$ cat src/common/lccr_pkg.sv
package lccr_pkg;
	// ****************************************
	// register indices (printed offsets)
	// ****************************************
	localparam logic [3:0] LCCR_IDX_A_HIGH = 4'h3; // chan_a_current_high
	localparam logic [3:0] LCCR_IDX_A_LOW = 4'h4; // chan_a_current_low
	localparam logic [3:0] LCCR_IDX_B_HIGH = 4'h5; // chan_b_current_high
	localparam logic [3:0] LCCR_IDX_B_LOW = 4'h6; // chan_b_current_low
	localparam logic [3:0] LCCR_IDX_C_HIGH = 4'h7; // chan_c_current_high
	localparam logic [3:0] LCCR_IDX_C_LOW = 4'h8; // chan_c_current_low
	// first index and count of the bank
	localparam logic [3:0] LCCR_IDX_FIRST = 4'h3;
	localparam int LCCR_NUM_REGS = 6;
	// ****************************************
	// field layout and reset values
	// ****************************************
	localparam int LCCR_REG_W = 8; // register width
	localparam int LCCR_CODE_W = 10; // combined current code width
	localparam int LCCR_HIGH_W = 2; // code bits held in a high register
	localparam int LCCR_NUM_CHAN = 3;
	localparam logic [7:0] LCCR_RESET_VAL = 8'h00;
	localparam logic [9:0] LCCR_CODE_MAX = 10'h307; // highest usable code
	localparam logic [31:0] LCCR_ZERO_WORD = 32'h0000_0000;
endpackage

$ cat src/design/lccr_regs.sv
`timescale 1ns/1ps
`default_nettype none
// What this block does
// - chan_a_current_low at 04h, reset zero
// - chan_b_current_high at 05h, bits 1:0 code
// - chan_b_current_low at 06h, reset zero
// - chan_c_current_high at 07h, bits 1:0 code
// - chan_c_current_low at 08h, reset zero
// - chan_a_current_high at 03h, bits 1:0 code
module lccr_regs
	import lccr_pkg::*;
(
	// clock and reset
	input wire logic sys_clk,
	input wire logic rstn,
	// apb slave
	input wire logic psel,
	input wire logic penable,
	input wire logic pwrite,
	input wire logic [7:0] paddr,
	input wire logic [31:0] pwdata,
	input wire logic [3:0] pstrb,
	output logic [31:0] prdata,
	output logic pready,
	output logic pslverr,
	// current codes to the regulator
	output logic [9:0] chan_a_current_code,
	output logic [9:0] chan_b_current_code,
	output logic [9:0] chan_c_current_code
);
	// ****************************************
	// address decode
	// ****************************************
	localparam int IW = $clog2(LCCR_NUM_REGS);
	// word index from the byte address
	wire [5:0] word_idx = paddr[7:2];
	wire [5:0] first_idx = {2'b00, LCCR_IDX_FIRST};
	wire [5:0] rel_idx = word_idx - first_idx;
	// hit only on aligned words inside the bank
	wire hit = (paddr[1:0] == 2'b00) && (word_idx >= first_idx)
		&& (rel_idx < 6'(LCCR_NUM_REGS));
	wire [IW-1:0] bank_idx = rel_idx[IW-1:0];
	// setup phase: the read is launched one cycle early
	wire setup = psel && !penable;
	// writes take effect in the access phase; lane 0 only carries data
	wire do_write = psel && penable && pwrite && hit && pstrb[0];
	wire [LCCR_REG_W-1:0] rf_rd;
	wire [LCCR_NUM_REGS*LCCR_REG_W-1:0] rf_words;

	// ****************************************
	// storage
	// ****************************************
	lccr_regfile #(
		.DEPTH(LCCR_NUM_REGS),
		.WIDTH(LCCR_REG_W)
	) u_rf (
		.sys_clk(sys_clk),
		.rstn(rstn),
		.wr_en(do_write),
		.wr_idx(bank_idx),
		.wr_data(pwdata[LCCR_REG_W-1:0]),
		.rd_idx(bank_idx),
		.rd_data(rf_rd),
		.words(rf_words)
	);

	// ****************************************
	// bus answer
	// ****************************************
	// byte of the addressed word, picked from the flat register outputs;
	// a miss gives zero so no out-of-range select reaches the bus
	wire [LCCR_REG_W-1:0] sel_byte = hit ? rf_words[bank_idx*LCCR_REG_W +: LCCR_REG_W]
		: LCCR_RESET_VAL;
	// hit state of the setup cycle, kept for the read path check
	logic hit_q;
	// pready rises in the first access cycle: one wait-free access phase
	always_ff @(posedge sys_clk or negedge rstn)
	begin
		if (!rstn)
			hit_q <= 1'b0;
		else if (setup)
			hit_q <= hit;
	end
	// ready and error registered in the setup cycle
	always_ff @(posedge sys_clk or negedge rstn)
	begin
		if (!rstn)
		begin
			pready <= 1'b0;
			pslverr <= 1'b0;
		end
		else
		begin
			pready <= setup;
			pslverr <= setup && !hit;
		end
	end
	// read data registered in the setup cycle, so it stands with pready for one
	// cycle and comes from a flop; the registered array read loads at the same edge and is used to check it
	always_ff @(posedge sys_clk or negedge rstn)
	begin
		if (!rstn)
			prdata <= LCCR_ZERO_WORD;
		else if (setup && hit)
			prdata <= {24'h00_0000, sel_byte};
		else
			prdata <= LCCR_ZERO_WORD;
	end

	// ****************************************
	// code outputs
	// ****************************************
	// upper register bits 1:0 over lower byte; follows any write at once
	generate
		for (genvar c = 0; c < LCCR_NUM_CHAN; c++)
		begin : g_code
			logic [LCCR_CODE_W-1:0] code;
			assign code = {rf_words[(2*c)*LCCR_REG_W +: LCCR_HIGH_W],
				rf_words[(2*c+1)*LCCR_REG_W +: LCCR_REG_W]};
		end
	endgenerate
	// codes registered so the outputs come from flip-flops
	always_ff @(posedge sys_clk or negedge rstn)
	begin
		if (!rstn)
		begin
			chan_a_current_code <= '0;
			chan_b_current_code <= '0;
			chan_c_current_code <= '0;
		end
		else
		begin
			chan_a_current_code <= g_code[0].code;
			chan_b_current_code <= g_code[1].code;
			chan_c_current_code <= g_code[2].code;
		end
	end
endmodule // lccr_regs
`default_nettype wire

$ cat src/design/lccr_regfile.sv
`timescale 1ns/1ps
`default_nettype none
// ****************************************
// small register array, registered read
// ****************************************
module lccr_regfile
	import lccr_pkg::*;
#(
	parameter int DEPTH = LCCR_NUM_REGS,
	parameter int WIDTH = LCCR_REG_W
)
(
	// clock and reset
	input wire logic sys_clk,
	input wire logic rstn,
	// write port
	input wire logic wr_en,
	input wire logic [$clog2(DEPTH)-1:0] wr_idx,
	input wire logic [WIDTH-1:0] wr_data,
	// read port
	input wire logic [$clog2(DEPTH)-1:0] rd_idx,
	output logic [WIDTH-1:0] rd_data,
	// all words flat, for the code outputs
	output logic [DEPTH*WIDTH-1:0] words
);
	// index width shared by both ports
	localparam int AW = $clog2(DEPTH);

	// ****************************************
	// parameter guard
	// ****************************************
	// a single word would leave a zero-width index
	generate
		if (DEPTH < 2 || WIDTH < 1)
		begin : g_bad_param
			$error("lccr_regfile needs DEPTH of at least 2 and WIDTH of at least 1");
		end
	endgenerate

	// ****************************************
	// storage
	// ****************************************
	generate
		for (genvar i = 0; i < DEPTH; i++)
		begin : g_word
			// one register per entry, each with its own driver
			logic [WIDTH-1:0] word;
			// reset to zero so every code starts at no drive
			always_ff @(posedge sys_clk or negedge rstn)
			begin
				if (!rstn)
					word <= '0;
				else if (wr_en && (wr_idx == AW'(i)))
					word <= wr_data;
			end
			assign words[i*WIDTH +: WIDTH] = word;
		end
	endgenerate

	// indices past the last entry read as zero rather than unknown
	wire [WIDTH-1:0] rd_word = (int'(rd_idx) < DEPTH) ? words[rd_idx*WIDTH +: WIDTH] : '0;

	// read data leaves from a register
	always_ff @(posedge sys_clk or negedge rstn)
	begin
		if (!rstn)
			rd_data <= '0;
		else
			rd_data <= rd_word;
	end
endmodule // lccr_regfile
`default_nettype wire

$ cat config.mk
export PLATFORM = sky130hd
export DESIGN_NAME = lccr_regs
export DESIGN_NICKNAME = d
export VERILOG_FILES = /design/src/common/lccr_pkg.sv /design/src/design/lccr_regs.sv /design/src/design/lccr_regfile.sv
export SDC_FILE = /design/constraint.sdc
export NUM_CORES = 1
export LEC_CHECK = 0
export BUFFER_PORTS_ARGS = -buffer_cell sky130_fd_sc_hd__clkbuf_2
export CORE_MARGIN = 2
export CORE_UTILIZATION = 33
export DETAILED_ROUTE_END_ITERATION = 12
export PLACE_DENSITY = 0.59
export RECOVER_POWER = 25
export SETUP_SLACK_MARGIN = 0.3
export SLEW_MARGIN = 20
export SYNTH_ARGS = -nofsm -noshare
export SYNTH_HDL_FRONTEND = slang
export SYNTH_SLANG_ARGS = --single-unit
$ cat constraint.sdc
create_clock -name sys_clk -period 1 [get_ports sys_clk]
set_input_delay 0.1 -clock sys_clk [delete_from_list [all_inputs] [get_ports sys_clk]]
set_output_delay 0.1 -clock sys_clk [all_outputs]
set_load 0.005 [all_outputs]
Word level (Yosys, flattened, before mapping)

Index checks and enable logic that the tools add are counted.

Shift operators: 1
Add/sub/neg operators: 1
Reduce and logical (&&, ||, !) cells: 19
Mux-type cells: 2
Magnitude comparators: 2
Equal/unequal tests: 5

Operator list:

| kind                                                                         | number |
|---|---|
| 48-bit by 7-bit indexed part select with 8-bit output                        | 1 |
| 8-bit two-way mux                                                            | 2 |
| 1-bit logical AND                                                            | 15 |
| 3-bit by 2-bit == test with 1-bit output, second input constant              | 2 |
| 3-bit == test, second input constant                                         | 2 |
| 6-bit by 2-bit >= comparator with 1-bit output, second input constant        | 1 |
| 6-bit by 3-bit less-than comparator with 1-bit output, second input constant | 1 |
| 6-bit by 2-bit subtractor with 6-bit output, second input constant           | 1 |
| 3-bit by 1-bit == test with 1-bit output, second input constant              | 1 |
| 3-bit zero test                                                              | 1 |
| 1-bit zero test                                                              | 2 |
| 2-bit zero test                                                              | 1 |

Register bits after elaboration: 88
Output and inout port bits: 64
Input bits: 49
Logic and storage cells: 42

Logic depth before layout (Yosys ltp)

Gate-level depths: netlist of the first run.

Depth after elaboration: 6
Mapped depth: 9

Modules after synthesis

A second synthesis of the first run with hierarchy kept.

Cell total of the unflattened synthesis: 289
Area total of the unflattened synthesis: 4236.6 um^2

Modules (own cells, without submodules):

| module       | area each (um^2) | instances | cells an instance | sequential area each (um^2) |
|---|---|---|---|---|
| lccr_regfile | 2444.8           | 1         | 163               | 1401.3 |
| lccr_regs    | 1791.7           | 1         | 126               | 1001.0 |

Worst setup path after synthesis of the first run

No wires, ideal clock.

Path type: input to register
Start point: in paddr[2]
End point: reg u_rf.g_word[5].word[0]
Data required time: 875 ps
Cell stages on the path: 8
Buffers on the path: 3
Library setup time: 125 ps
Setup slack: -1248 ps
Arrival: 2123 ps
Cells stage by stage: buf_4 buf_2 inv_1 ha_1 clkbuf_1 nand4b_1 nor4_4 mux2_2

Longest elaborated chain between the ends: 6
Elaborated cells between the ends (all ways): 9
Classes of those cells: 1 x add/sub; 2 x order compare; 1 x eq/ne; 5 x reduce/logical

Ends and longest elaborated chain:

| element                                                                                                              | line                             | source |
|---|---|---|
| from (decl)                                                                                                          | lccr_regs.sv:20                  | `input wire logic [7:0] paddr,` |
| 6-bit by 2-bit subtractor with 6-bit output / 6-bit by 2-bit >= comparator with 1-bit output (equally long branches) | lccr_regs.sv:38, lccr_regs.sv:40 |  |
| 6-bit by 3-bit less-than comparator with 1-bit output / 1-bit logical AND (equally long branches)                    | lccr_regs.sv:41, lccr_regs.sv:40 |  |
| 1-bit logical AND                                                                                                    | lccr_regs.sv:41                  | `&& (rel_idx < 6'(LCCR_NUM_REGS));` |
| 1-bit logical AND (2 in series)                                                                                      | lccr_regs.sv:46                  | `wire do_write = psel && penable && pwrite && hit && pstrb[0];` |
| 1-bit logical AND *                                                                                                  | lccr_regfile.sv:53               | `else if (wr_en && (wr_idx == AW'(i)))` |
| to (signal assigned)                                                                                                 | lccr_regfile.sv:54               | `word <= wr_data;` |
| to (decl)                                                                                                            | lccr_regfile.sv:47               | `logic [WIDTH-1:0] word;` |

Mark *: on every way between the ends. The rest lies on a longest branch, timed or not.
A chain may end at the register's enable or synchronous reset.

Final worst setup path of the first run

Start point: in paddr[2]
End point: reg u_rf.g_word[5].word[2]

The elaborated chain is that of the path after synthesis.

==> metrics.txt, run 1 <==
CTS tree built; Leak 2.74 nW; Seq/Total Area, Yosys 0.593; initial antenna violation count 0; Synth Flop Type dfrtp_1; Via density 4.52; HP Class input pin to register; # IOs 113; cell mode on critical path buf_6; critical-path cell list clkbuf_16, buf_8, inv_6, ha_4, buf_6, nand4b_1, nor4_4, buf_6, mux2_4; async set-reset flop share out of synthesis 1.00; Hold Vio Cnt, Final 0; Design Area, Final 5400 um^2; antenna-violating nets left 0; overall routing resource usage 0.147; WHS Endpoint u_rf.g_word[0].word[0]; grt ovf 0; final setup TNS -24.76 ns; Slew Limit Fails 0; synthesized instance count 248; fin crit share 1.53; EDFF count, synth 0; slowest cell delay on critical path 0.33 ns; Hold Crit Depth 2; maximum vdd drop 0.000610 V; Crit. End Element register; Worst R2R End prdata[7]; row cnt 38; WP buf/inv 5; HP Start pwdata[0]; Area after DPL 4800 um^2; H-tree lvl count 3; Netlist cell types 32; die width 110 um; power density over the cells 1310 nW/um^2; Post-Route WL 8.55 mm; clock sinks 88; setup ws final -0.526 ns; Initial Util 0.341; Final #Nets 446; mapped cell area 3710 um^2; setup violators final 56; clk buf depth 2; TritonRoute pass-1 iters 4; Setup CP Type input pin to register; largest net degree at the start of global routing 51; startpoint types input pin; crit-path leading delay family buffers and inverters; antenna cells 0; Yosys reg bits 88; Root Buffer clkbuf_8; CP max FO 4; Num CTS Buffers 9; number of global-route vias before repair 2523; routed len/inst 15.9 um; fraction of layout cells with a size suffix above 1 0.615; hpwl dp 5.82 mm; final RePlAce weighted congestion 0.740; failing checks setup timing; Max Freq 655 MHz; Core Area 10900 um^2; placed instance count 500; RSZ-0062 raised after global routing true; Die Area 12100 um^2; R2R cell count 3; clock latency on the worst-skew pair 0.35 ns; Max-cap violations 0; outcome finished with violations; Critical R2R Launch u_rf.g_word[2].word[7]; Via Count 2425; reg-to-reg setup timing slack -0.19 ns; Clk pin slew, worst setup/hold paths 0.09 ns; Die Span Y 110 um; critical path arrival 1.76 ns; Syn. warnings 0; Final Non-Filler Cells 537; Tmin final 1.53 ns; DRC viols 0; initial drt markers 87; Worst path slowest cell nor4_4; Avg Synthesized Cell Area 15.0 um^2; Synth-to-Final Area Change 45.4%; Req. time, crit path 1.24 ns; worst clock skew 0.00944 ns; Layout fillers 970; first-pass GRT wire length 13.0 mm; Port Buffers 61
metal layers:
layer | routed length, um | share of wire | up-vias | GRT usage
li1 | - | - | 1120 | -
met1 | 3720 | 0.44 | 1241 | 0.189
met2 | 4310 | 0.50 | 52 | 0.239
met3 | 397 | 0.046 | 12 | 0.0359
met4 | 114 | 0.013 | 0 | 0.0552
met5 | 0 | 0 | - | 0
sequential cells by signal (all words and copies together), names as in the netlist:
name and count:
chan_b_current_code 10, u_rf.g_word.word 48, chan_c_current_code 10, pslverr 1
prdata 8, pready 1, chan_a_current_code 10
cell usage in the layout (no fill, tap or decap), types with 3 or more instances in the layout:
master      n
a21oi_2    10
buf_12      5
buf_2      21
buf_4      60
buf_6      13
clkbuf_16   3
clkbuf_2   38
clkbuf_8   10
conb_1     24
dfrtp_1    88
ha_1        3
mux2_4     48
mux2i_1     8
mux4_2      8
nand3_2     3
nand4b_1    3
nor2_1      6
nor3_1      9
nor4_4      6
worst max path at each step:
stage,endpoint,from,cells after the start,slack [ns]
floorplan,u_rf.g_word[5].word[0],paddr[2],8,-1.08
global placement,u_rf.g_word[4].word[1],paddr[3],7,-1.16
detailed placement,u_rf.g_word[4].word[1],paddr[3],7,-1.18
CTS,u_rf.g_word[5].word[2],paddr[2],8,-0.54
global route,u_rf.g_word[5].word[2],paddr[2],9,-0.58
finish,u_rf.g_word[5].word[2],paddr[2],9,-0.53
logic make-up after synthesis:
logic type               Yosys count  share of synthesized area
multiplexers                      64                      0.216
buffers and inverters             36                     0.0647
AND/OR/NAND/NOR                   35                     0.0762
AO/OA/AOI/OAI                     17                     0.0273
adder cells (fa/ha/maj)            5                     0.0169
other                              1                    0.00101
XOR/XNOR                           2                    0.00472
flip-flops                        88                      0.593
power breakdown:
group / switching, mW / internal [mW]
combinational: 0.385 / 0.352
sequential: 0.0173 / 3.59
clock: 1.23 / 1.48
synthesized netlist by cell type (2+ instances only):
master	n	area share
a21oi_1	11	0.015
buf_2	2	0.0027
buf_4	25	0.051
clkbuf_1	3	0.0030
dfrtp_1	88	0.59
ha_1	5	0.017
inv_1	3	0.0030
mux2_1	3	0.0091
mux2_2	45	0.14
mux2i_1	8	0.022
mux4_2	8	0.049
nand3_1	5	0.0067
nand4b_1	3	0.0071
nor2_1	8	0.0081
nor3_1	9	0.012
nor4_4	6	0.034
metrics by stage:
stage / worst slack [ns] / hold slack, ns / power [mW] / util
2_1_floorplan: -1.08 / -0.196 / 4.05 / -
3_3_place_gp: -1.16 / -0.0461 / 4.29 / 0.440
3_5_place_dp: -1.18 / -0.0449 / 4.30 / 0.440
4_1_cts: -0.536 / 0.0458 / 7.10 / 0.487
5_1_grt: -0.580 / 0.0685 / 7.38 / 0.496
6_report: -0.526 / 0.0661 / 7.06 / 0.496
final cells by class:
cell class | instances | area (um^2) | area share
clock buffers | 10 | 138 | 0.0255
clock inverters | 6 | 90.1 | 0.0167
inverters | 3 | 16.3 | 0.00301
multi-input cells | 147 | 1670 | 0.310
flip-flops and latches | 88 | 2200 | 0.408
well taps | 140 | 175 | 0.0325
repair buffers | 143 | 1100 | 0.204
repair_timing:
item,CTS,global route
cloned,0,1
pin swaps,12,11
endpoints found under the hold margin,88,0
hold buffers,1,0
gates resized for setup,29,34
setup endpoints to repair,97,133
buffers inserted,14,5
Note: power is estimated with default switching activity, not from simulation.
==> inputs of run 2 (changes only) <==
--- a/config.mk
+++ b/config.mk
@@ -8,6 +8,7 @@
 export BUFFER_PORTS_ARGS = -buffer_cell sky130_fd_sc_hd__clkbuf_2
 export CORE_MARGIN = 2
 export CORE_UTILIZATION = 33
+export CTS_BUF_LIST = sky130_fd_sc_hd__clkbuf_4
 export DETAILED_ROUTE_END_ITERATION = 12
 export PLACE_DENSITY = 0.59
 export RECOVER_POWER = 25
==> metrics.txt, run 2 (synthesized netlist as in run 1, its figures left out) <==
outcome finished with violations (unchanged); failing checks hold timing, setup timing (was setup timing); row cnt 38 (unchanged); Worst R2R End prdata[7] (unchanged); Area after DPL 4800 um^2 (unchanged); clock sinks 88 (unchanged); clock latency on the worst-skew pair 0.43 ns (was 0.35 ns); overall routing resource usage 0.147 (about the same); CP max FO 8 (was 4); Max Freq 689 MHz (was 655 MHz); Max-cap violations 0 (unchanged); Hold Vio Cnt, Final 12 (was 0); WHS Endpoint u_rf.g_word[0].word[0] (unchanged); Layout fillers 973 (was 970); worst-margin pin slew 0.678 ns; Design Area, Final 5330 um^2 (was 5400 um^2); Crit. End Element register (unchanged); Reg with most FFs u_rf.g_word.word (unchanged); fraction of layout cells with a size suffix above 1 0.598 (was 0.615); Slew Limit Fails 0 (unchanged); Hold Crit Depth 2 (unchanged); routed len/inst 15.6 um (was 15.9 um); number of global-route vias before repair 2551 (was 2523); antenna cells 0 (unchanged); clk buf depth 2 (unchanged); maximum vdd drop 0.000526 V (was 0.000610 V); area of the multi-input gates 1660 um^2 (was 1670 um^2); Tmin final 1.45 ns (was 1.53 ns); Port Buffers 61 (unchanged); slowest cell delay on critical path 0.32 ns (was 0.33 ns); Worst path slowest cell nor4_4 (unchanged); DRC viols 0 (unchanged); HP Class input pin to register (unchanged); final RePlAce weighted congestion 0.740 (unchanged); Clk pin slew, worst setup/hold paths 0.14 ns (was 0.09 ns); setup ws final -0.452 ns (was -0.526 ns); critical-path cell list clkbuf_16, ha_4, o21a_1, o22a_1, buf_12, nor4_4, buf_12, mux2_4 (was clkbuf_16, buf_8, inv_6, ha_4, buf_6, nand4b_1, nor4_4, buf_6, mux2_4); RSZ-0062 raised after global routing true (unchanged); CTS tree built (unchanged); Setup CP Type input pin to register (unchanged); Die Area 12100 um^2 (unchanged); Finished Core Util 0.489 (was 0.496); antenna-violating nets left 0 (unchanged); Via Count 2437 (was 2425); Via density 4.51 (was 4.52); max reg flops 48 (unchanged); Synth-to-Final Area Change 43.6% (was 45.4%); setup violators final 94 (was 56); fin crit share 1.45 (was 1.53); hpwl dp 5.82 mm (unchanged); Stages on worst setup path 8 (was 9); H-tree lvl count 3 (unchanged); Post-Route WL 8.45 mm (was 8.55 mm); most frequent cells in the layout dfrtp_1, buf_4, clkbuf_2, mux2_4, conb_1 (was dfrtp_1, buf_4, mux2_4, clkbuf_2, conb_1); largest net degree at the start of global routing 51 (unchanged); Critical R2R Launch u_rf.g_word[2].word[7] (unchanged); initial antenna violation count 0 (unchanged); Die Span Y 110 um (unchanged); total power 6.54 mW (was 7.06 mW); R2R cell count 3 (unchanged); cell mode on critical path buf_12 (was buf_6); worst clock skew 0.0149 ns (was 0.00944 ns); critical path arrival 1.77 ns (was 1.76 ns); crit-path leading delay family buffers and inverters (unchanged); grt ovf 0 (unchanged); # IOs 113 (unchanged); TritonRoute pass-1 iters 4 (unchanged); power density over the cells 1230 nW/um^2 (was 1310 nW/um^2); Num CTS Buffers 9 (unchanged); HP Start pwdata[0] (unchanged); Hold Slack -0.0183 ns (was 0.0661 ns); Final #Nets 449 (was 446); Root Buffer clkbuf_4 (was clkbuf_8); Slew headroom 0.548; die width 110 um (unchanged); Initial Util 0.341 (unchanged); Reg area 2200 um^2 (unchanged); Core Area 10900 um^2 (unchanged); reg-to-reg setup timing slack -0.19 ns (about the same); WP buf/inv 3 (was 5); Req. time, crit path 1.32 ns (was 1.24 ns); Leak 2.69 nW (was 2.74 nW); Placement Setup Slack -1.18 ns (unchanged); initial drt markers 95 (was 87); commonest non-fill, non-tap cell in the layout dfrtp_1 (unchanged); first-pass GRT wire length 13.1 mm (was 13.0 mm); startpoint types input pin (unchanged)
-- run 2: cell count changes in the layout (fill, tap and decap cells not counted), moves of 9 or more --
cell / delta
clkbuf_8: -10
clkbuf_4: +9
clkbuf_2: +20
buf_2: -21
-- run 2: metal layers --
metal	routed length, um	vias up	track usage
met2	4270	62	0.242
met5	0	-	0
met3	402	10	0.0382
met4	80	0	0.0470
li1	-	1131	-
met1	3690	1234	0.189
-- run 2: metrics by stage --
step                cells  setup TNS, ns
global placement      500         -55.45
global route          540         -28.28
CTS                   535         -21.32
floorplan             271         -42.69
detailed placement    500         -57.17
finish                540         -21.77
-- run 2: what timing repair did --
item	CTS	global route
gates resized for setup	28	9
buffers inserted	17	4
pin swaps	24	3
setup endpoints to repair	97	97
hold buffers	2	1
hold endpoints to repair	132	39
cloned	0	0
-- run 2: worst max path at each step --
stage | start | to | slack, ns
2_1_floorplan | paddr[2] | u_rf.g_word[5].word[0] | -1.08
3_3_place_gp | paddr[3] | u_rf.g_word[4].word[1] | -1.16
3_5_place_dp | paddr[3] | u_rf.g_word[4].word[1] | -1.18
4_1_cts | paddr[2] | u_rf.g_word[5].word[2] | -0.44
5_1_grt | paddr[3] | u_rf.g_word[5].word[2] | -0.47
6_report | paddr[2] | u_rf.g_word[4].word[2] | -0.45
-- run 2: cell type report --
type / count / share of cell area
clock buffers: 9 / 0.0127
clock inverters: 7 / 0.0176
inverters: 3 / 0.00258
multi-input cells: 147 / 0.311
flip-flops and latches: 88 / 0.413
well taps: 140 / 0.0329
repair buffers: 146 / 0.209
-- run 2: power by group --
group,internal [mW],leakage (nW),switching [mW]
sequential,3.60,1.23,0.0177
clock,1.01,0.0839,1.18
combinational,0.351,1.38,0.376
